`config.mk`:
```
export PLATFORM = sky130hd
export DESIGN_NAME = ios_osc_select
export DESIGN_NICKNAME = d
export VERILOG_FILES = /design/src/hw/ios_pkg.sv /design/src/hw/ios_sync2.sv /design/src/hw/ios_osc_select.sv
export VERILOG_INCLUDE_DIRS = /design/src /design/src/hw
export SDC_FILE = /design/constraint.sdc
export NUM_CORES = 1
export LEC_CHECK = 0
export BUFFER_PORTS_ARGS = -buffer_cell sky130_fd_sc_hd__buf_2
export CAP_MARGIN = 20
export CORE_UTILIZATION = 45
export CTS_BUF_LIST = sky130_fd_sc_hd__clkbuf_4 sky130_fd_sc_hd__clkbuf_8
export DETAILED_ROUTE_END_ITERATION = 8
export PLACE_DENSITY_LB_ADDON = 0.05
export SLEW_MARGIN = 40
export SYNTH_ARGS = -nofsm -noshare
export SYNTH_HDL_FRONTEND = slang
export SYNTH_SLANG_ARGS = --single-unit
```
`constraint.sdc`:
```
create_clock -name core_clk -period 2.8 [get_ports core_clk]
set_clock_uncertainty 0.2 [all_clocks]
set_input_delay 0.56 -clock core_clk [delete_from_list [all_inputs] [get_ports core_clk]]
set_output_delay 0.56 -clock core_clk [all_outputs]
set_load 0.01 [all_outputs]
```
`src/hw/ios_defs.svh`:
```
// constants of the internal oscillator select block: offsets, fields, resets, timing
// assumes it is included by bare name wherever a value below is used
`ifndef IOS_DEFS_SVH
`define IOS_DEFS_SVH

// ------------
// register map (word index on the plain register port)
// ------------
`define IOS_ADDR_W              4
`define IOS_ADDR_OSC_CONTROL    4'h0
`define IOS_ADDR_OSC_TRIM       4'h1

// ------------
// control register fields
// ------------
`define IOS_CTL_SCS_BIT         0
`define IOS_CTL_SLOW_STB_BIT    1
`define IOS_CTL_FAST_STB_BIT    2
`define IOS_CTL_EXT_RUN_BIT     3
`define IOS_CTL_SEL_LSB         4
`define IOS_CTL_SEL_MSB         6
`define IOS_SEL_RESET           3'h6
`define IOS_SEL_SLOW            3'h0
`define IOS_SEL_FAST_FULL       3'h7
`define IOS_TRIM_W              5
`define IOS_TRIM_RESET          5'h00

// ------------
// timing
// ------------
`define IOS_CLK_PERIOD_NS       50
`define IOS_TRIM_STEP_NS        1000
`define IOS_TRIM_STEP_CYC       ((`IOS_TRIM_STEP_NS + `IOS_CLK_PERIOD_NS - 1) / `IOS_CLK_PERIOD_NS)
`define IOS_DIV_W               6

`endif

```
`src/hw/ios_pkg.sv`:
```
// types of the internal oscillator select block
// assumes the constants header is compiled alongside
package ios_pkg;

    // switch sequencer states
    typedef enum logic [1:0] {
        IOS_SW_IDLE      = 2'b00,
        IOS_SW_START     = 2'b01,
        IOS_SW_WAIT_FALL = 2'b10,
        IOS_SW_HOLD_LOW  = 2'b11
    } ios_sw_state_t;

    // oscillator mode configuration field
    typedef enum logic [2:0] {
        IOS_MODE_LP                 = 3'b000,
        IOS_MODE_XT                 = 3'b001,
        IOS_MODE_HS                 = 3'b010,
        IOS_MODE_EC                 = 3'b011,
        IOS_MODE_INTERNAL_WITH_IO   = 3'b100,
        IOS_MODE_INTERNAL_WITH_CLKO = 3'b101,
        IOS_MODE_RC_WITH_IO         = 3'b110,
        IOS_MODE_RC                 = 3'b111
    } ios_osc_mode_t;

endpackage : ios_pkg

```
`src/hw/ios_sync2.sv`:
```
// two flip-flop synchroniser for levels entering the core clock domain
// assumes inputs are asynchronous and change slower than the core clock
`timescale 1ns/10ps
`default_nettype none

module ios_sync2 #(
    parameter int WIDTH = 1
) (
    // clock and reset
    input  wire logic             core_clk,
    input  wire logic             rstn,
    // levels
    input  wire logic [WIDTH-1:0] async_in,
    output logic      [WIDTH-1:0] sync_out
);

    logic [WIDTH-1:0] meta;

    // first stage feeds only the second stage
    always_ff @(posedge core_clk) begin
        if (!rstn) begin
            meta     <= '0;
            sync_out <= '0;
        end else begin
            meta     <= async_in;
            sync_out <= meta;
        end
    end

endmodule : ios_sync2

`default_nettype wire

```
`src/hw/ios_osc_select.sv`:
```
// internal oscillator select: pin modes, oscillator enables, postscaler, trim and
// glitch-free clock switch
// assumes oscillator clocks, ready flags and pins arrive asynchronously; the
// register port is on core_clk
//
// Contract
// - rc mode drives divide-by-four clock out
// - rc with io frees second pin
// - internal divided_clock_out mode: first pin io, divided out
// - internal io mode: both pins io
// - internal modes select internal clock
// - fast enable: nonzero select and select/two-speed
// - fast stable status bit
// - five-bit signed trim, reset zero
// - trim codes ordered min to max
// - trim moves gradually, no done status
// - trim never touches slow oscillator
// - slow oscillator is timer timebase
// - slow enable conditions incl. timers
// - slow stable status bit
// - select picks one of eight frequencies
// - select encoding 111 down to 000
// - select resets to 110
// - start target, wait fall, hold low
// - wait new rise, connect, update status
// - no start delay within postscaler range
// - system clock select chooses source
// - select bit zero follows config, resets clear
`timescale 1ns/10ps
`default_nettype none
`include "ios_defs.svh"

module ios_osc_select #(
    parameter int TRIM_STEP_CYC = `IOS_TRIM_STEP_CYC
) (
    // clock and reset
    input  wire logic                   core_clk,
    input  wire logic                   rstn,
    // register port
    input  wire logic [`IOS_ADDR_W-1:0] reg_addr,
    input  wire logic [7:0]             reg_wdata,
    input  wire logic                   reg_wr,
    input  wire logic                   reg_rd,
    output logic      [7:0]             reg_rdata,
    // configuration word
    input  wire logic [2:0]             osc_mode_config,
    input  wire logic                   two_speed_enable,
    input  wire logic                   power_up_delay_timer_en,
    input  wire logic                   watchdog_counter_en,
    input  wire logic                   clock_fail_monitor_en,
    // analog oscillator cells
    input  wire logic                   fast_internal_osc,
    input  wire logic                   slow_internal_osc,
    input  wire logic                   fast_osc_ready,
    input  wire logic                   slow_osc_ready,
    output logic                        fast_osc_enable,
    output logic                        slow_osc_enable,
    output logic      [`IOS_TRIM_W-1:0] trim_value,
    // clocks to the core and timers
    output logic                        sys_clk_out,
    output logic                        slow_timebase_tick,
    // first oscillator pin
    input  wire logic                   osc_pin_in_i,
    output logic                        osc_pin_in_o,
    output logic                        osc_pin_in_oe,
    // second oscillator pin
    input  wire logic                   osc_pin_out_i,
    output logic                        osc_pin_out_o,
    output logic                        osc_pin_out_oe,
    // general purpose io use of the pins
    input  wire logic                   gpio_a_out,
    input  wire logic                   gpio_a_oe,
    input  wire logic                   gpio_b_out,
    input  wire logic                   gpio_b_oe,
    output logic                        gpio_a_in,
    output logic                        gpio_b_in
);

    // ------------
    // input synchronisers
    // ------------
    logic [5:0] async_bus;
    logic [5:0] sync_bus;
    logic       fast_lvl;
    logic       slow_lvl;
    logic       fast_rdy;
    logic       slow_rdy;
    logic       pin_a_lvl;
    logic       pin_b_lvl;

    assign async_bus = {osc_pin_out_i, osc_pin_in_i, slow_osc_ready, fast_osc_ready,
                        slow_internal_osc, fast_internal_osc};

    ios_sync2 #(
        .WIDTH    (6)
    ) u_sync (
        .core_clk (core_clk),
        .rstn     (rstn),
        .async_in (async_bus),
        .sync_out (sync_bus)
    );

    // synchronised ready levels only, never the raw analog flags
    assign fast_lvl  = sync_bus[0];
    assign slow_lvl  = sync_bus[1];
    assign fast_rdy  = sync_bus[2];
    assign slow_rdy  = sync_bus[3];
    assign pin_a_lvl = sync_bus[4];
    assign pin_b_lvl = sync_bus[5];
    assign gpio_a_in = pin_a_lvl;
    assign gpio_b_in = pin_b_lvl;

    // ------------
    // control registers
    // ------------
    logic [2:0]             freq_sel;
    logic                   sys_clk_sel;
    logic [`IOS_TRIM_W-1:0] trim_target;
    logic                   fast_stable;
    logic                   slow_stable;
    logic                   wr_ctl;
    logic                   wr_trim;

    assign wr_ctl  = reg_wr && (reg_addr == `IOS_ADDR_OSC_CONTROL);
    assign wr_trim = reg_wr && (reg_addr == `IOS_ADDR_OSC_TRIM);

    // frequency select and system clock select; status bits are read only
    always_ff @(posedge core_clk) begin
        if (!rstn) begin
            freq_sel    <= `IOS_SEL_RESET;
            sys_clk_sel <= 1'b0;
        end else if (wr_ctl) begin
            freq_sel    <= reg_wdata[`IOS_CTL_SEL_MSB:`IOS_CTL_SEL_LSB];
            sys_clk_sel <= reg_wdata[`IOS_CTL_SCS_BIT];
        end
    end

    // trim target as written; upper three bits are not stored
    always_ff @(posedge core_clk) begin
        if (!rstn) begin
            trim_target <= `IOS_TRIM_RESET;
        end else if (wr_trim) begin
            trim_target <= reg_wdata[`IOS_TRIM_W-1:0];
        end
    end

    // ------------
    // source codes: {external, frequency select}
    // ------------
    localparam logic [3:0] SRC_EXT = 4'h8;

    logic                   internal_mode;
    logic [3:0]             des_src;
    logic [3:0]             cur_src;
    logic [3:0]             tgt_src;
    ios_pkg::ios_sw_state_t sw_state;

    assign internal_mode = (osc_mode_config == ios_pkg::IOS_MODE_INTERNAL_WITH_IO) ||
                           (osc_mode_config == ios_pkg::IOS_MODE_INTERNAL_WITH_CLKO);

    // internal modes run from the internal path even with select bit clear
    assign des_src = (sys_clk_sel || internal_mode) ? {1'b0, freq_sel} : SRC_EXT;

    // ------------
    // postscaler on the fast oscillator
    // ------------
    logic                  fast_lvl_q;
    logic                  slow_lvl_q;
    logic [`IOS_DIV_W-1:0] post_div;

    // edge history of the synchronised oscillator levels
    always_ff @(posedge core_clk) begin
        if (!rstn) begin
            fast_lvl_q <= 1'b0;
            slow_lvl_q <= 1'b0;
        end else begin
            fast_lvl_q <= fast_lvl;
            slow_lvl_q <= slow_lvl;
        end
    end

    // ripple-free binary postscaler: bit k is the fast clock divided by 2^(k+1)
    always_ff @(posedge core_clk) begin
        if (!rstn) begin
            post_div <= '0;
        end else if (fast_lvl && !fast_lvl_q) begin
            post_div <= post_div + 1'b1;
        end
    end

    // the timers see synchronised, undivided slow edges; trim never reaches this path
    assign slow_timebase_tick = slow_lvl && !slow_lvl_q;

    // level of a source code: 111 full rate, 110..001 postscaled, 000 slow
    function automatic logic src_level(input logic [3:0] src, input logic fst,
                                       input logic slw, input logic ext,
                                       input logic [`IOS_DIV_W-1:0] div);
        logic [2:0] tap;
        tap = 3'h6 - src[2:0];
        if (src[3]) begin
            src_level = ext;
        end else if (src[2:0] == `IOS_SEL_FAST_FULL) begin
            src_level = fst;
        end else if (src[2:0] == `IOS_SEL_SLOW) begin
            src_level = slw;
        end else begin
            src_level = div[tap];
        end
    endfunction : src_level

    // readiness of the oscillator behind a source code
    function automatic logic src_ready(input logic [3:0] src, input logic frdy,
                                       input logic srdy);
        if (src[3]) begin
            src_ready = 1'b1;
        end else if (src[2:0] == `IOS_SEL_SLOW) begin
            src_ready = srdy;
        end else begin
            src_ready = frdy;
        end
    endfunction : src_ready

    logic cur_lvl;
    logic tgt_lvl;
    logic cur_lvl_q;
    logic tgt_lvl_q;
    logic same_osc;

    assign cur_lvl = src_level(cur_src, fast_lvl, slow_lvl, pin_a_lvl, post_div);
    assign tgt_lvl = src_level(tgt_src, fast_lvl, slow_lvl, pin_a_lvl, post_div);

    // both ends already on the fast postscaler: nothing to start
    assign same_osc = !des_src[3] && !cur_src[3] &&
                      (des_src[2:0] != `IOS_SEL_SLOW) && (cur_src[2:0] != `IOS_SEL_SLOW);

    // edge history of current and target sources
    always_ff @(posedge core_clk) begin
        if (!rstn) begin
            cur_lvl_q <= 1'b0;
            tgt_lvl_q <= 1'b0;
        end else begin
            cur_lvl_q <= cur_lvl;
            tgt_lvl_q <= tgt_lvl;
        end
    end

    // ------------
    // glitch-free switch sequencer
    // ------------
    // a stalled current clock never gives its falling edge, so a switch away from
    // a dead source waits; software must keep the current source running
    always_ff @(posedge core_clk) begin
        if (!rstn) begin
            sw_state <= ios_pkg::IOS_SW_IDLE;
            cur_src  <= {1'b0, `IOS_SEL_RESET};
            tgt_src  <= {1'b0, `IOS_SEL_RESET};
        end else begin
            unique case (sw_state)
                ios_pkg::IOS_SW_IDLE: begin
                    if (des_src != cur_src) begin
                        tgt_src <= des_src;
                        if (same_osc || src_ready(des_src, fast_rdy, slow_rdy)) begin
                            sw_state <= ios_pkg::IOS_SW_WAIT_FALL;
                        end else begin
                            sw_state <= ios_pkg::IOS_SW_START;
                        end
                    end
                end
                ios_pkg::IOS_SW_START: begin
                    if (src_ready(tgt_src, fast_rdy, slow_rdy)) begin
                        sw_state <= ios_pkg::IOS_SW_WAIT_FALL;
                    end
                end
                ios_pkg::IOS_SW_WAIT_FALL: begin
                    if (cur_lvl_q && !cur_lvl) begin
                        sw_state <= ios_pkg::IOS_SW_HOLD_LOW;
                    end
                end
                ios_pkg::IOS_SW_HOLD_LOW: begin
                    if (!tgt_lvl_q && tgt_lvl) begin
                        cur_src  <= tgt_src;
                        sw_state <= ios_pkg::IOS_SW_IDLE;
                    end
                end
            endcase
        end
    end

    // system clock: follows current source, forced low during the hand-over
    always_ff @(posedge core_clk) begin
        if (!rstn) begin
            sys_clk_out <= 1'b0;
        end else if (sw_state == ios_pkg::IOS_SW_HOLD_LOW) begin
            sys_clk_out <= (!tgt_lvl_q && tgt_lvl);
        end else begin
            sys_clk_out <= cur_lvl;
        end
    end

    // ------------
    // oscillator enables and stable status
    // ------------
    logic cur_fast;
    logic cur_slow;
    logic tgt_fast;
    logic tgt_slow;
    logic switching;

    assign switching = (sw_state != ios_pkg::IOS_SW_IDLE);
    assign cur_fast  = !cur_src[3] && (cur_src[2:0] != `IOS_SEL_SLOW);
    assign cur_slow  = !cur_src[3] && (cur_src[2:0] == `IOS_SEL_SLOW);
    assign tgt_fast  = switching && !tgt_src[3] && (tgt_src[2:0] != `IOS_SEL_SLOW);
    assign tgt_slow  = switching && !tgt_src[3] && (tgt_src[2:0] == `IOS_SEL_SLOW);

    // running and target oscillators stay on until the switch is done
    always_ff @(posedge core_clk) begin
        if (!rstn) begin
            fast_osc_enable <= 1'b0;
            slow_osc_enable <= 1'b0;
        end else begin
            fast_osc_enable <= ((freq_sel != `IOS_SEL_SLOW) &&
                                (sys_clk_sel || two_speed_enable || internal_mode)) ||
                               cur_fast || tgt_fast;
            slow_osc_enable <= ((freq_sel == `IOS_SEL_SLOW) &&
                                (sys_clk_sel || two_speed_enable || internal_mode)) ||
                               power_up_delay_timer_en || watchdog_counter_en ||
                               clock_fail_monitor_en || cur_slow || tgt_slow;
        end
    end

    // stable bits show an enabled and ready oscillator, refreshed every cycle
    always_ff @(posedge core_clk) begin
        if (!rstn) begin
            fast_stable <= 1'b0;
            slow_stable <= 1'b0;
        end else begin
            fast_stable <= fast_rdy && fast_osc_enable;
            slow_stable <= slow_rdy && slow_osc_enable;
        end
    end

    // ------------
    // gradual trim toward the written target
    // ------------
    logic [15:0] trim_tick;
    logic        trim_step;

    assign trim_step = (trim_tick == 16'(TRIM_STEP_CYC - 1));

    // step timer, free running; it has no completion flag by design
    always_ff @(posedge core_clk) begin
        if (!rstn) begin
            trim_tick <= '0;
        end else if (trim_step) begin
            trim_tick <= '0;
        end else begin
            trim_tick <= trim_tick + 16'h0001;
        end
    end

    // one code per step, compared as signed so 10000 is lowest, 01111 highest
    always_ff @(posedge core_clk) begin
        if (!rstn) begin
            trim_value <= `IOS_TRIM_RESET;
        end else if (trim_step) begin
            if ($signed(trim_value) < $signed(trim_target)) begin
                trim_value <= trim_value + 5'h01;
            end else if ($signed(trim_value) > $signed(trim_target)) begin
                trim_value <= trim_value - 5'h01;
            end
        end
    end

    // ------------
    // divided clock out and pin functions
    // ------------
    logic [1:0] clk_div4;
    logic       sys_clk_q;
    logic       divided_clock_out;
    logic       rc_mode;
    logic       rc_io_mode;
    logic       int_clko_mode;
    logic       int_io_mode;
    logic       ec_mode;

    // count rising edges of the system clock; bit 1 is the quarter rate
    always_ff @(posedge core_clk) begin
        if (!rstn) begin
            sys_clk_q <= 1'b0;
            clk_div4  <= 2'h0;
        end else begin
            sys_clk_q <= sys_clk_out;
            if (sys_clk_out && !sys_clk_q) begin
                clk_div4 <= clk_div4 + 2'h1;
            end
        end
    end

    assign divided_clock_out = clk_div4[1];
    assign rc_mode       = (osc_mode_config == ios_pkg::IOS_MODE_RC);
    assign rc_io_mode    = (osc_mode_config == ios_pkg::IOS_MODE_RC_WITH_IO);
    assign int_clko_mode = (osc_mode_config == ios_pkg::IOS_MODE_INTERNAL_WITH_CLKO);
    assign int_io_mode   = (osc_mode_config == ios_pkg::IOS_MODE_INTERNAL_WITH_IO);
    assign ec_mode       = (osc_mode_config == ios_pkg::IOS_MODE_EC);

    // first pin: clock input except in the internal modes
    always_comb begin
        if (int_clko_mode || int_io_mode) begin
            osc_pin_in_o  = gpio_a_out;
            osc_pin_in_oe = gpio_a_oe;
        end else begin
            osc_pin_in_o  = 1'b0;
            osc_pin_in_oe = 1'b0;
        end
    end

    // second pin: quarter-rate clock, io, or crystal side
    always_comb begin
        if (rc_mode || int_clko_mode) begin
            osc_pin_out_o  = divided_clock_out;
            osc_pin_out_oe = 1'b1;
        end else if (rc_io_mode || int_io_mode || ec_mode) begin
            osc_pin_out_o  = gpio_b_out;
            osc_pin_out_oe = gpio_b_oe;
        end else begin
            osc_pin_out_o  = 1'b0;
            osc_pin_out_oe = 1'b0;
        end
    end

    // ------------
    // read port, data one cycle after the strobe
    // ------------
    always_ff @(posedge core_clk) begin
        if (!rstn) begin
            reg_rdata <= 8'h00;
        end else if (reg_rd) begin
            unique case (reg_addr)
                `IOS_ADDR_OSC_CONTROL: reg_rdata <= {1'b0, freq_sel, cur_src[3],
                                                     fast_stable, slow_stable, sys_clk_sel};
                `IOS_ADDR_OSC_TRIM:    reg_rdata <= {3'h0, trim_target};
                default:               reg_rdata <= 8'h00;
            endcase
        end else begin
            reg_rdata <= 8'h00;
        end
    end

endmodule : ios_osc_select

`default_nettype wire

```
# Yosys cells after proc, flatten, opt, wreduce, memory -nomap -nowiden
# Index checks and enable logic that the tools add are counted.
# Widths: inputs -> output; s select.
# op_classes
n_lt_le_gt_ge	4
add_sub_neg	7
bitwise	1
eq_ne	17
n_mux	36
n_reduce_logical	60
# op_table
cell	n
$mux 1	24
$logic_and 1x1->1	19
$eq 3x3->1 const B	6
$add 16x1->16 const B	1
$eq 16x5->1 const B	1
$logic_or 1x1->1	15
$pmux 7 s2	1
$logic_not 3->1	4
$reduce_bool 3->1	4
$mux 2	5
$mux 5	2
$logic_not 1->1	8
$lt 3x4->1 const B	2
$ne 2x2->1 const B	4
$pmux 2 s4	1
$reduce_and 2->1	4
$add 6x1->6 const B	1
$bmux 1 s3	2
$sub 3x3->3 const A	2
$add 5x1->5 const B	1
$gt 5x5->1	1
$lt 5x5->1	1
$sub 5x1->5 const B	1
$eq 2x2->1 const B	2
other kinds (12)	13
# word_totals
reg_bits	78
output_inout_bits	23

# Logic depth before layout (Yosys ltp)
# logic_depth
ltp_word	14
mapped_depth	12
mapped_depth_nobuf	12

# Modules after synthesis
# Synthesis repeated with hierarchy kept, for this count alone.
# hier_totals
cells_unflattened	414
hier_area_um2	3747.3
# modules_own_cells
module	area_each_um2	cells_per_inst	instances
ios_osc_select	3410.8	389	1
ios_sync2	336.6	25	1

# Worst setup path before layout
# Ideal clock, no wire load.
# synth_path
kind	register -> register
startpoint	reg trim_value[2]
endpoint	reg trim_value[4]
t_arrival_ns	2.202
slack_ns	0.283
setup_ns	0.115
t_required_ns	2.485
n_path_buf	0
synth_period_minus_slack_ns	2.517
path_stages_with_launch	12
cell_sequence	dfxtp_1 > ha_1 > a21oi_1 > o211ai_1 > nand2_1 > xnor2_1 > ha_1 > nor2_1 > and4_1 > o21ai_0 > xnor2_1 > and2_1
# synth_via
elab_chain_len	3
# synth_rtl
element	line_no	rtl
start, declared	ios_osc_select.sv:58	output logic [`IOS_TRIM_W-1:0] trim_value,
start signal, assigned	ios_osc_select.sv:364	trim_value <= `IOS_TRIM_RESET;
start signal, assigned	ios_osc_select.sv:367	trim_value <= trim_value + 5'h01;
start signal, assigned	ios_osc_select.sv:369	trim_value <= trim_value - 5'h01;
$sub 5x1->5, or another cell as far along	ios_osc_select.sv:369	
$mux 5 / $reduce_bool 2->1 (equally long branches)	n/a	
$mux 5 / $reduce_and 2->1 (equally long branches)	n/a	
# Several ways; a longest one is shown, not always the timed one. The select of a mux whose other input is x is not followed.
# A chain may end at the register's enable or synchronous reset.

# Final worst setup path
# layout_path
startpoint	reg tgt_src[0]
endpoint	reg cur_src[2]
# layout_via
elab_chain_len	8
# layout_rtl
element	line_no	rtl
start, declared	ios_osc_select.sv:155	logic [3:0] tgt_src;
start signal, assigned	ios_osc_select.sv:256	tgt_src <= {1'b0, `IOS_SEL_RESET};
start signal, assigned	ios_osc_select.sv:261	tgt_src <= des_src;
$sub 3x3->3	ios_osc_select.sv:199	tap = 3'h6 - src[2:0];
$bmux 1 s3	ios_osc_select.sv:207	src_level = div[tap];
$mux 1 (not written as such)	ios_osc_select.sv:207	
$mux 1	ios_osc_select.sv:204	end else if (src[2:0] == `IOS_SEL_SLOW) begin
$mux 1 (*)	ios_osc_select.sv:202	end else if (src[2:0] == `IOS_SEL_FAST_FULL) begin
$mux 1 (*)	ios_osc_select.sv:200	if (src[3]) begin
$logic_and 1x1->1 (*)	ios_osc_select.sv:280	if (!tgt_lvl_q && tgt_lvl) begin
$reduce_and 2->1 (no source line) (*)	n/a	
end signal, assigned	ios_osc_select.sv:255	cur_src <= {1'b0, `IOS_SEL_RESET};
end signal, assigned	ios_osc_select.sv:281	cur_src <= tgt_src;
end, declared	ios_osc_select.sv:154	logic [3:0] cur_src;
# Mark *: on every way between the ends. The rest lies on a longest branch, timed or not. The select of a mux whose other input is x is not followed.

==> summary.txt <==
Run status
  – Run status: completed

STA
  – Final worst path period share: between 90% and 100%
  – Count of pins over their slew limit: 0
  – Tmin final: about 2600 ps
  – Worst path setup slack after routing: around 230 ps
  – RSZ-0062 raised after global routing: false
  – Hold Violations, Final: 0
  – Accumulated negative setup slack: 0 ps
  – Fmax: 0.390 GHz
  – Worst hold margin: around 230 ps
  – Final setup fails: 0

Worst hold path
  – Worst hold path class: primary input to flip-flop
  – Hold-critical path depth: 2

Global route
  – Pin count of the biggest net entering global routing: 21
  – Number of global-route vias before repair: about 2800
  – Global-route wire length before repair: 12.9 mm
  – Grt ovf: 0
  – Initial antenna violation count: 0
  – Global routing usage summed across all routing layers: a little under a fifth

Placement
  – Placed wire-length estimate after detailed placement: around 5.6 mm
  – Worst-case setup slack after placement: approximately 230 ps
  – # port buffers: 53
  – Gpl congestion: between 0.7 and 0.8

Floorplan
  – Number of standard-cell rows in the floorplan: 32
  – Vert. Die Dim: between 90 and 100 um
  – Die outline area: 8460 um2
  – Width of the chip: 92.0 um
  – Effective utilization at floorplan: a little under half
  – Total I/O pin count: 56
  – Area inside the core boundary: ~7800 um2

Finish
  – Sequential cell area: 1540 um2
  – Final net count: ~520
  – Fill cell count: 737
  – Antenna Cells: 0
  – Ratio of cells with drive above 1 in the final layout: a little under a fifth
  – Area Growth Syn to Fin: 16.6%
  – Final core utilization: between 50% and 60%
  – Area of the multi-input gates: roughly 2000 um2

Logic synthesis
  – Async set-reset flop share out of synthesis: 0%
  – Most common flop cell mapped by yosys: sky130_fd_sc_hd__dfxtp_1
  – Library cell with the largest summed area after synthesis: sky130_fd_sc_hd__dfxtp_1
  – Sequential-to-total area share from yosys stat: a little over two fifths
  – Post-synth top area share: approximately 42%
  – Synth area leaders: sky130_fd_sc_hd__dfxtp_1, sky130_fd_sc_hd__ha_1, sky130_fd_sc_hd__nor2_1
  – Post-synthesis instance area: about 3600 um2
  – Post-synth EDFFs: 0
  – Number of instances in the synthesized netlist: around 410
  – Warning count from the yosys run: 0
  – Number of library cell types mapped by synthesis: 56
  – Yosys reg bits: between 70 and 80
  – Synth Area per Inst: roughly 9 um2
  – Number of nets in the synthesized netlist: ~460

Worst setup path
  – Critical path launch point: tgt_src[0]
  – Launch instance of the worst register-to-register path: tgt_src[0]
  – Slack of the worst reg-to-reg path: 230 ps
  – Worst setup path end: cur_src[2]
  – CP Class: flip-flop to flip-flop
  – Crit Path Max Fanout: 6
  – Critical R2R Capture: cur_src[2]
  – Number of cell instances on the worst register-to-register path: 8
  – Worst path required time: between 2000 and 3000 ps
  – Worst EP arrival: around 2600 ps
  – Nature of the critical path startpoint: flip-flop
  – Crit. End Element: flip-flop

Power and ir drop
  – Largest vdd supply drop: around 0.27 mV
  – Cell leakage power: about 0.0018 uW
  – Power density relative to cell area: slightly below 600 nW/um2

Route
  – Post-Route WL: approximately 7.6 mm
  – Vias/cell: ~5.2
  – Remaining DRCs: 0
  – Drt first-iter violations: 96
  – Detailed Routing Iterations Pass 1: 4
  – Count of vias placed by the detailed router: approximately 3000
  – Routed length per placed instance: ~13 um
  – Final antenna-violating net count: 0

Clock tree
  – Clk Latency, worst-skew pair: between 300 and 400 ps
  – Number of hold-repair buffers added at the cts stage: 0
  – H-tree Lvls: 3
  – Maximum buffer depth of the clock tree: 2
  – Num CTS Buffers: 9
  – Post-CTS Repair Setup Buffers: 0
  – Clk pin slew, worst setup/hold paths: 80 ps
  – Total of cells resized after clock tree synthesis: 0
  – Clock tree from TritonCTS: built
  – Root buffer cell: sky130_fd_sc_hd__clkbuf_8
  – # clock sinks: 77

Run
  – Max_cap viols: 0
## stage by stage
step / std cells / cell area, um2 / power, uW
finish: 573 / 4250 / 2500
global route: 573 / 4250 / 2640
CTS: 573 / 4250 / 2530
detailed placement: 557 / 4030 / 1650
global placement: 557 / 4030 / 1640
floorplan: 406 / 3640 / 1540
## worst min-delay path by stage
| stage | from | endpoint | slack (ps) |
|---|---|---|---|
| 4_1_cts | fast_osc_ready | u_sync.meta[2] | 210 |
| 6_report | fast_osc_ready | u_sync.meta[2] | 230 |
| 2_1_floorplan | u_sync.meta[0] | u_sync.sync_out[0] | 210 |
| 5_1_grt | osc_pin_in_i | u_sync.meta[4] | 220 |
| 3_3_place_gp | u_sync.meta[0] | u_sync.sync_out[0] | 210 |
| 3_5_place_dp | u_sync.meta[4] | u_sync.sync_out[4] | 220 |
## where the power goes
group	leakage (uW)	internal (uW)	switching (uW)	total, uW
Sequential	0.000627	1150	60.9	1210
Combinational	0.00106	193	221	413
Clock	0.000109	494	380	874
Total	0.00180	1840	662	2500
## Yosys cell counts (all sizes together), types with 5 or more instances
master,instances
dfxtp,77
nor2,44
nand2,38
nand3,23
and2,20
ha,19
a21oi,18
inv,17
xor2,16
o21ai,11
xnor2,10
and3,9
clkbuf,8
mux2i,8
a22oi,7
buf,6
nand2b,6
nor2b,6
o211ai,6
nand4,5
or3,5
## final cells by class
class	count	share of cell area [%]
Clock buffer	13	4.07
Clock inverter	3	1.00
Inverter	18	1.59
Multi-Input combinational cell	297	46.0
Sequential cell	77	36.3
Tap cell	102	3.01
Timing Repair Buffer	63	8.02
## per-layer routing
layer  vias to the layer above  track usage (%)  routed length (um)
met5                         -                0                   0
met4                         0             7.55                 106
met3                        10             3.40                 259
li1                       1525                -                   -
met1                      1392             24.7                3710
met2                        52             31.9                3490
## cell usage in the layout, fill, tap and decap left out, types with 2 or more instances in the layout
cell and instances:
sky130_fd_sc_hd__a21oi_1 18, sky130_fd_sc_hd__a221oi_1 2, sky130_fd_sc_hd__a22oi_1 7, sky130_fd_sc_hd__a31oi_1 2, sky130_fd_sc_hd__and2_1 20, sky130_fd_sc_hd__and3_1 9, sky130_fd_sc_hd__and4_1 4, sky130_fd_sc_hd__buf_2 53
sky130_fd_sc_hd__buf_4 10, sky130_fd_sc_hd__clkbuf_8 12, sky130_fd_sc_hd__dfxtp_1 77, sky130_fd_sc_hd__ha_1 19, sky130_fd_sc_hd__inv_1 17, sky130_fd_sc_hd__mux2_2 4, sky130_fd_sc_hd__mux2i_1 8, sky130_fd_sc_hd__nand2_1 38
sky130_fd_sc_hd__nand2b_1 6, sky130_fd_sc_hd__nand3_1 23, sky130_fd_sc_hd__nand4_1 5, sky130_fd_sc_hd__nor2_1 44, sky130_fd_sc_hd__nor2b_1 5, sky130_fd_sc_hd__nor3_1 4, sky130_fd_sc_hd__nor3b_1 3, sky130_fd_sc_hd__nor4_1 3
sky130_fd_sc_hd__o211ai_1 6, sky130_fd_sc_hd__o21ai_0 11, sky130_fd_sc_hd__o22ai_1 2, sky130_fd_sc_hd__or3_1 5, sky130_fd_sc_hd__xnor2_1 10, sky130_fd_sc_hd__xor2_1 16
## cells by family after synthesis
group	count (synthesis)	share of synthesized area, %
XOR/XNOR	26	6.25
buffers and inverters	32	4.05
AND/OR/NAND/NOR	177	24.8
adder cells (fa/ha/maj)	19	6.53
AO/OA/AOI/OAI	60	11.2
flip-flops	77	42.3
multiplexers	14	4.78
other	1	0.103
## sequential cells by signal, summed over array words and instances (netlist names), 2 cells and up
signal and cells:
clk_div4 2, freq_sel 3, trim_value 5, u_sync.sync_out 6, post_div 6, u_sync.meta 6, cur_src 4, trim_tick 16
reg_rdata 7, trim_target 5, sw_state 2, tgt_src 4
## critical path, stage by stage (launching register included)
cell	delay [ps]
sky130_fd_sc_hd__dfxtp_1	480
sky130_fd_sc_hd__inv_1	100
sky130_fd_sc_hd__ha_1	260
sky130_fd_sc_hd__or3_1	350
sky130_fd_sc_hd__a22o_2	230
sky130_fd_sc_hd__a31oi_2	220
sky130_fd_sc_hd__or3b_1	330
sky130_fd_sc_hd__mux2i_1	220
sky130_fd_sc_hd__nand2_1	60
(Power assumes the default switching activity.)
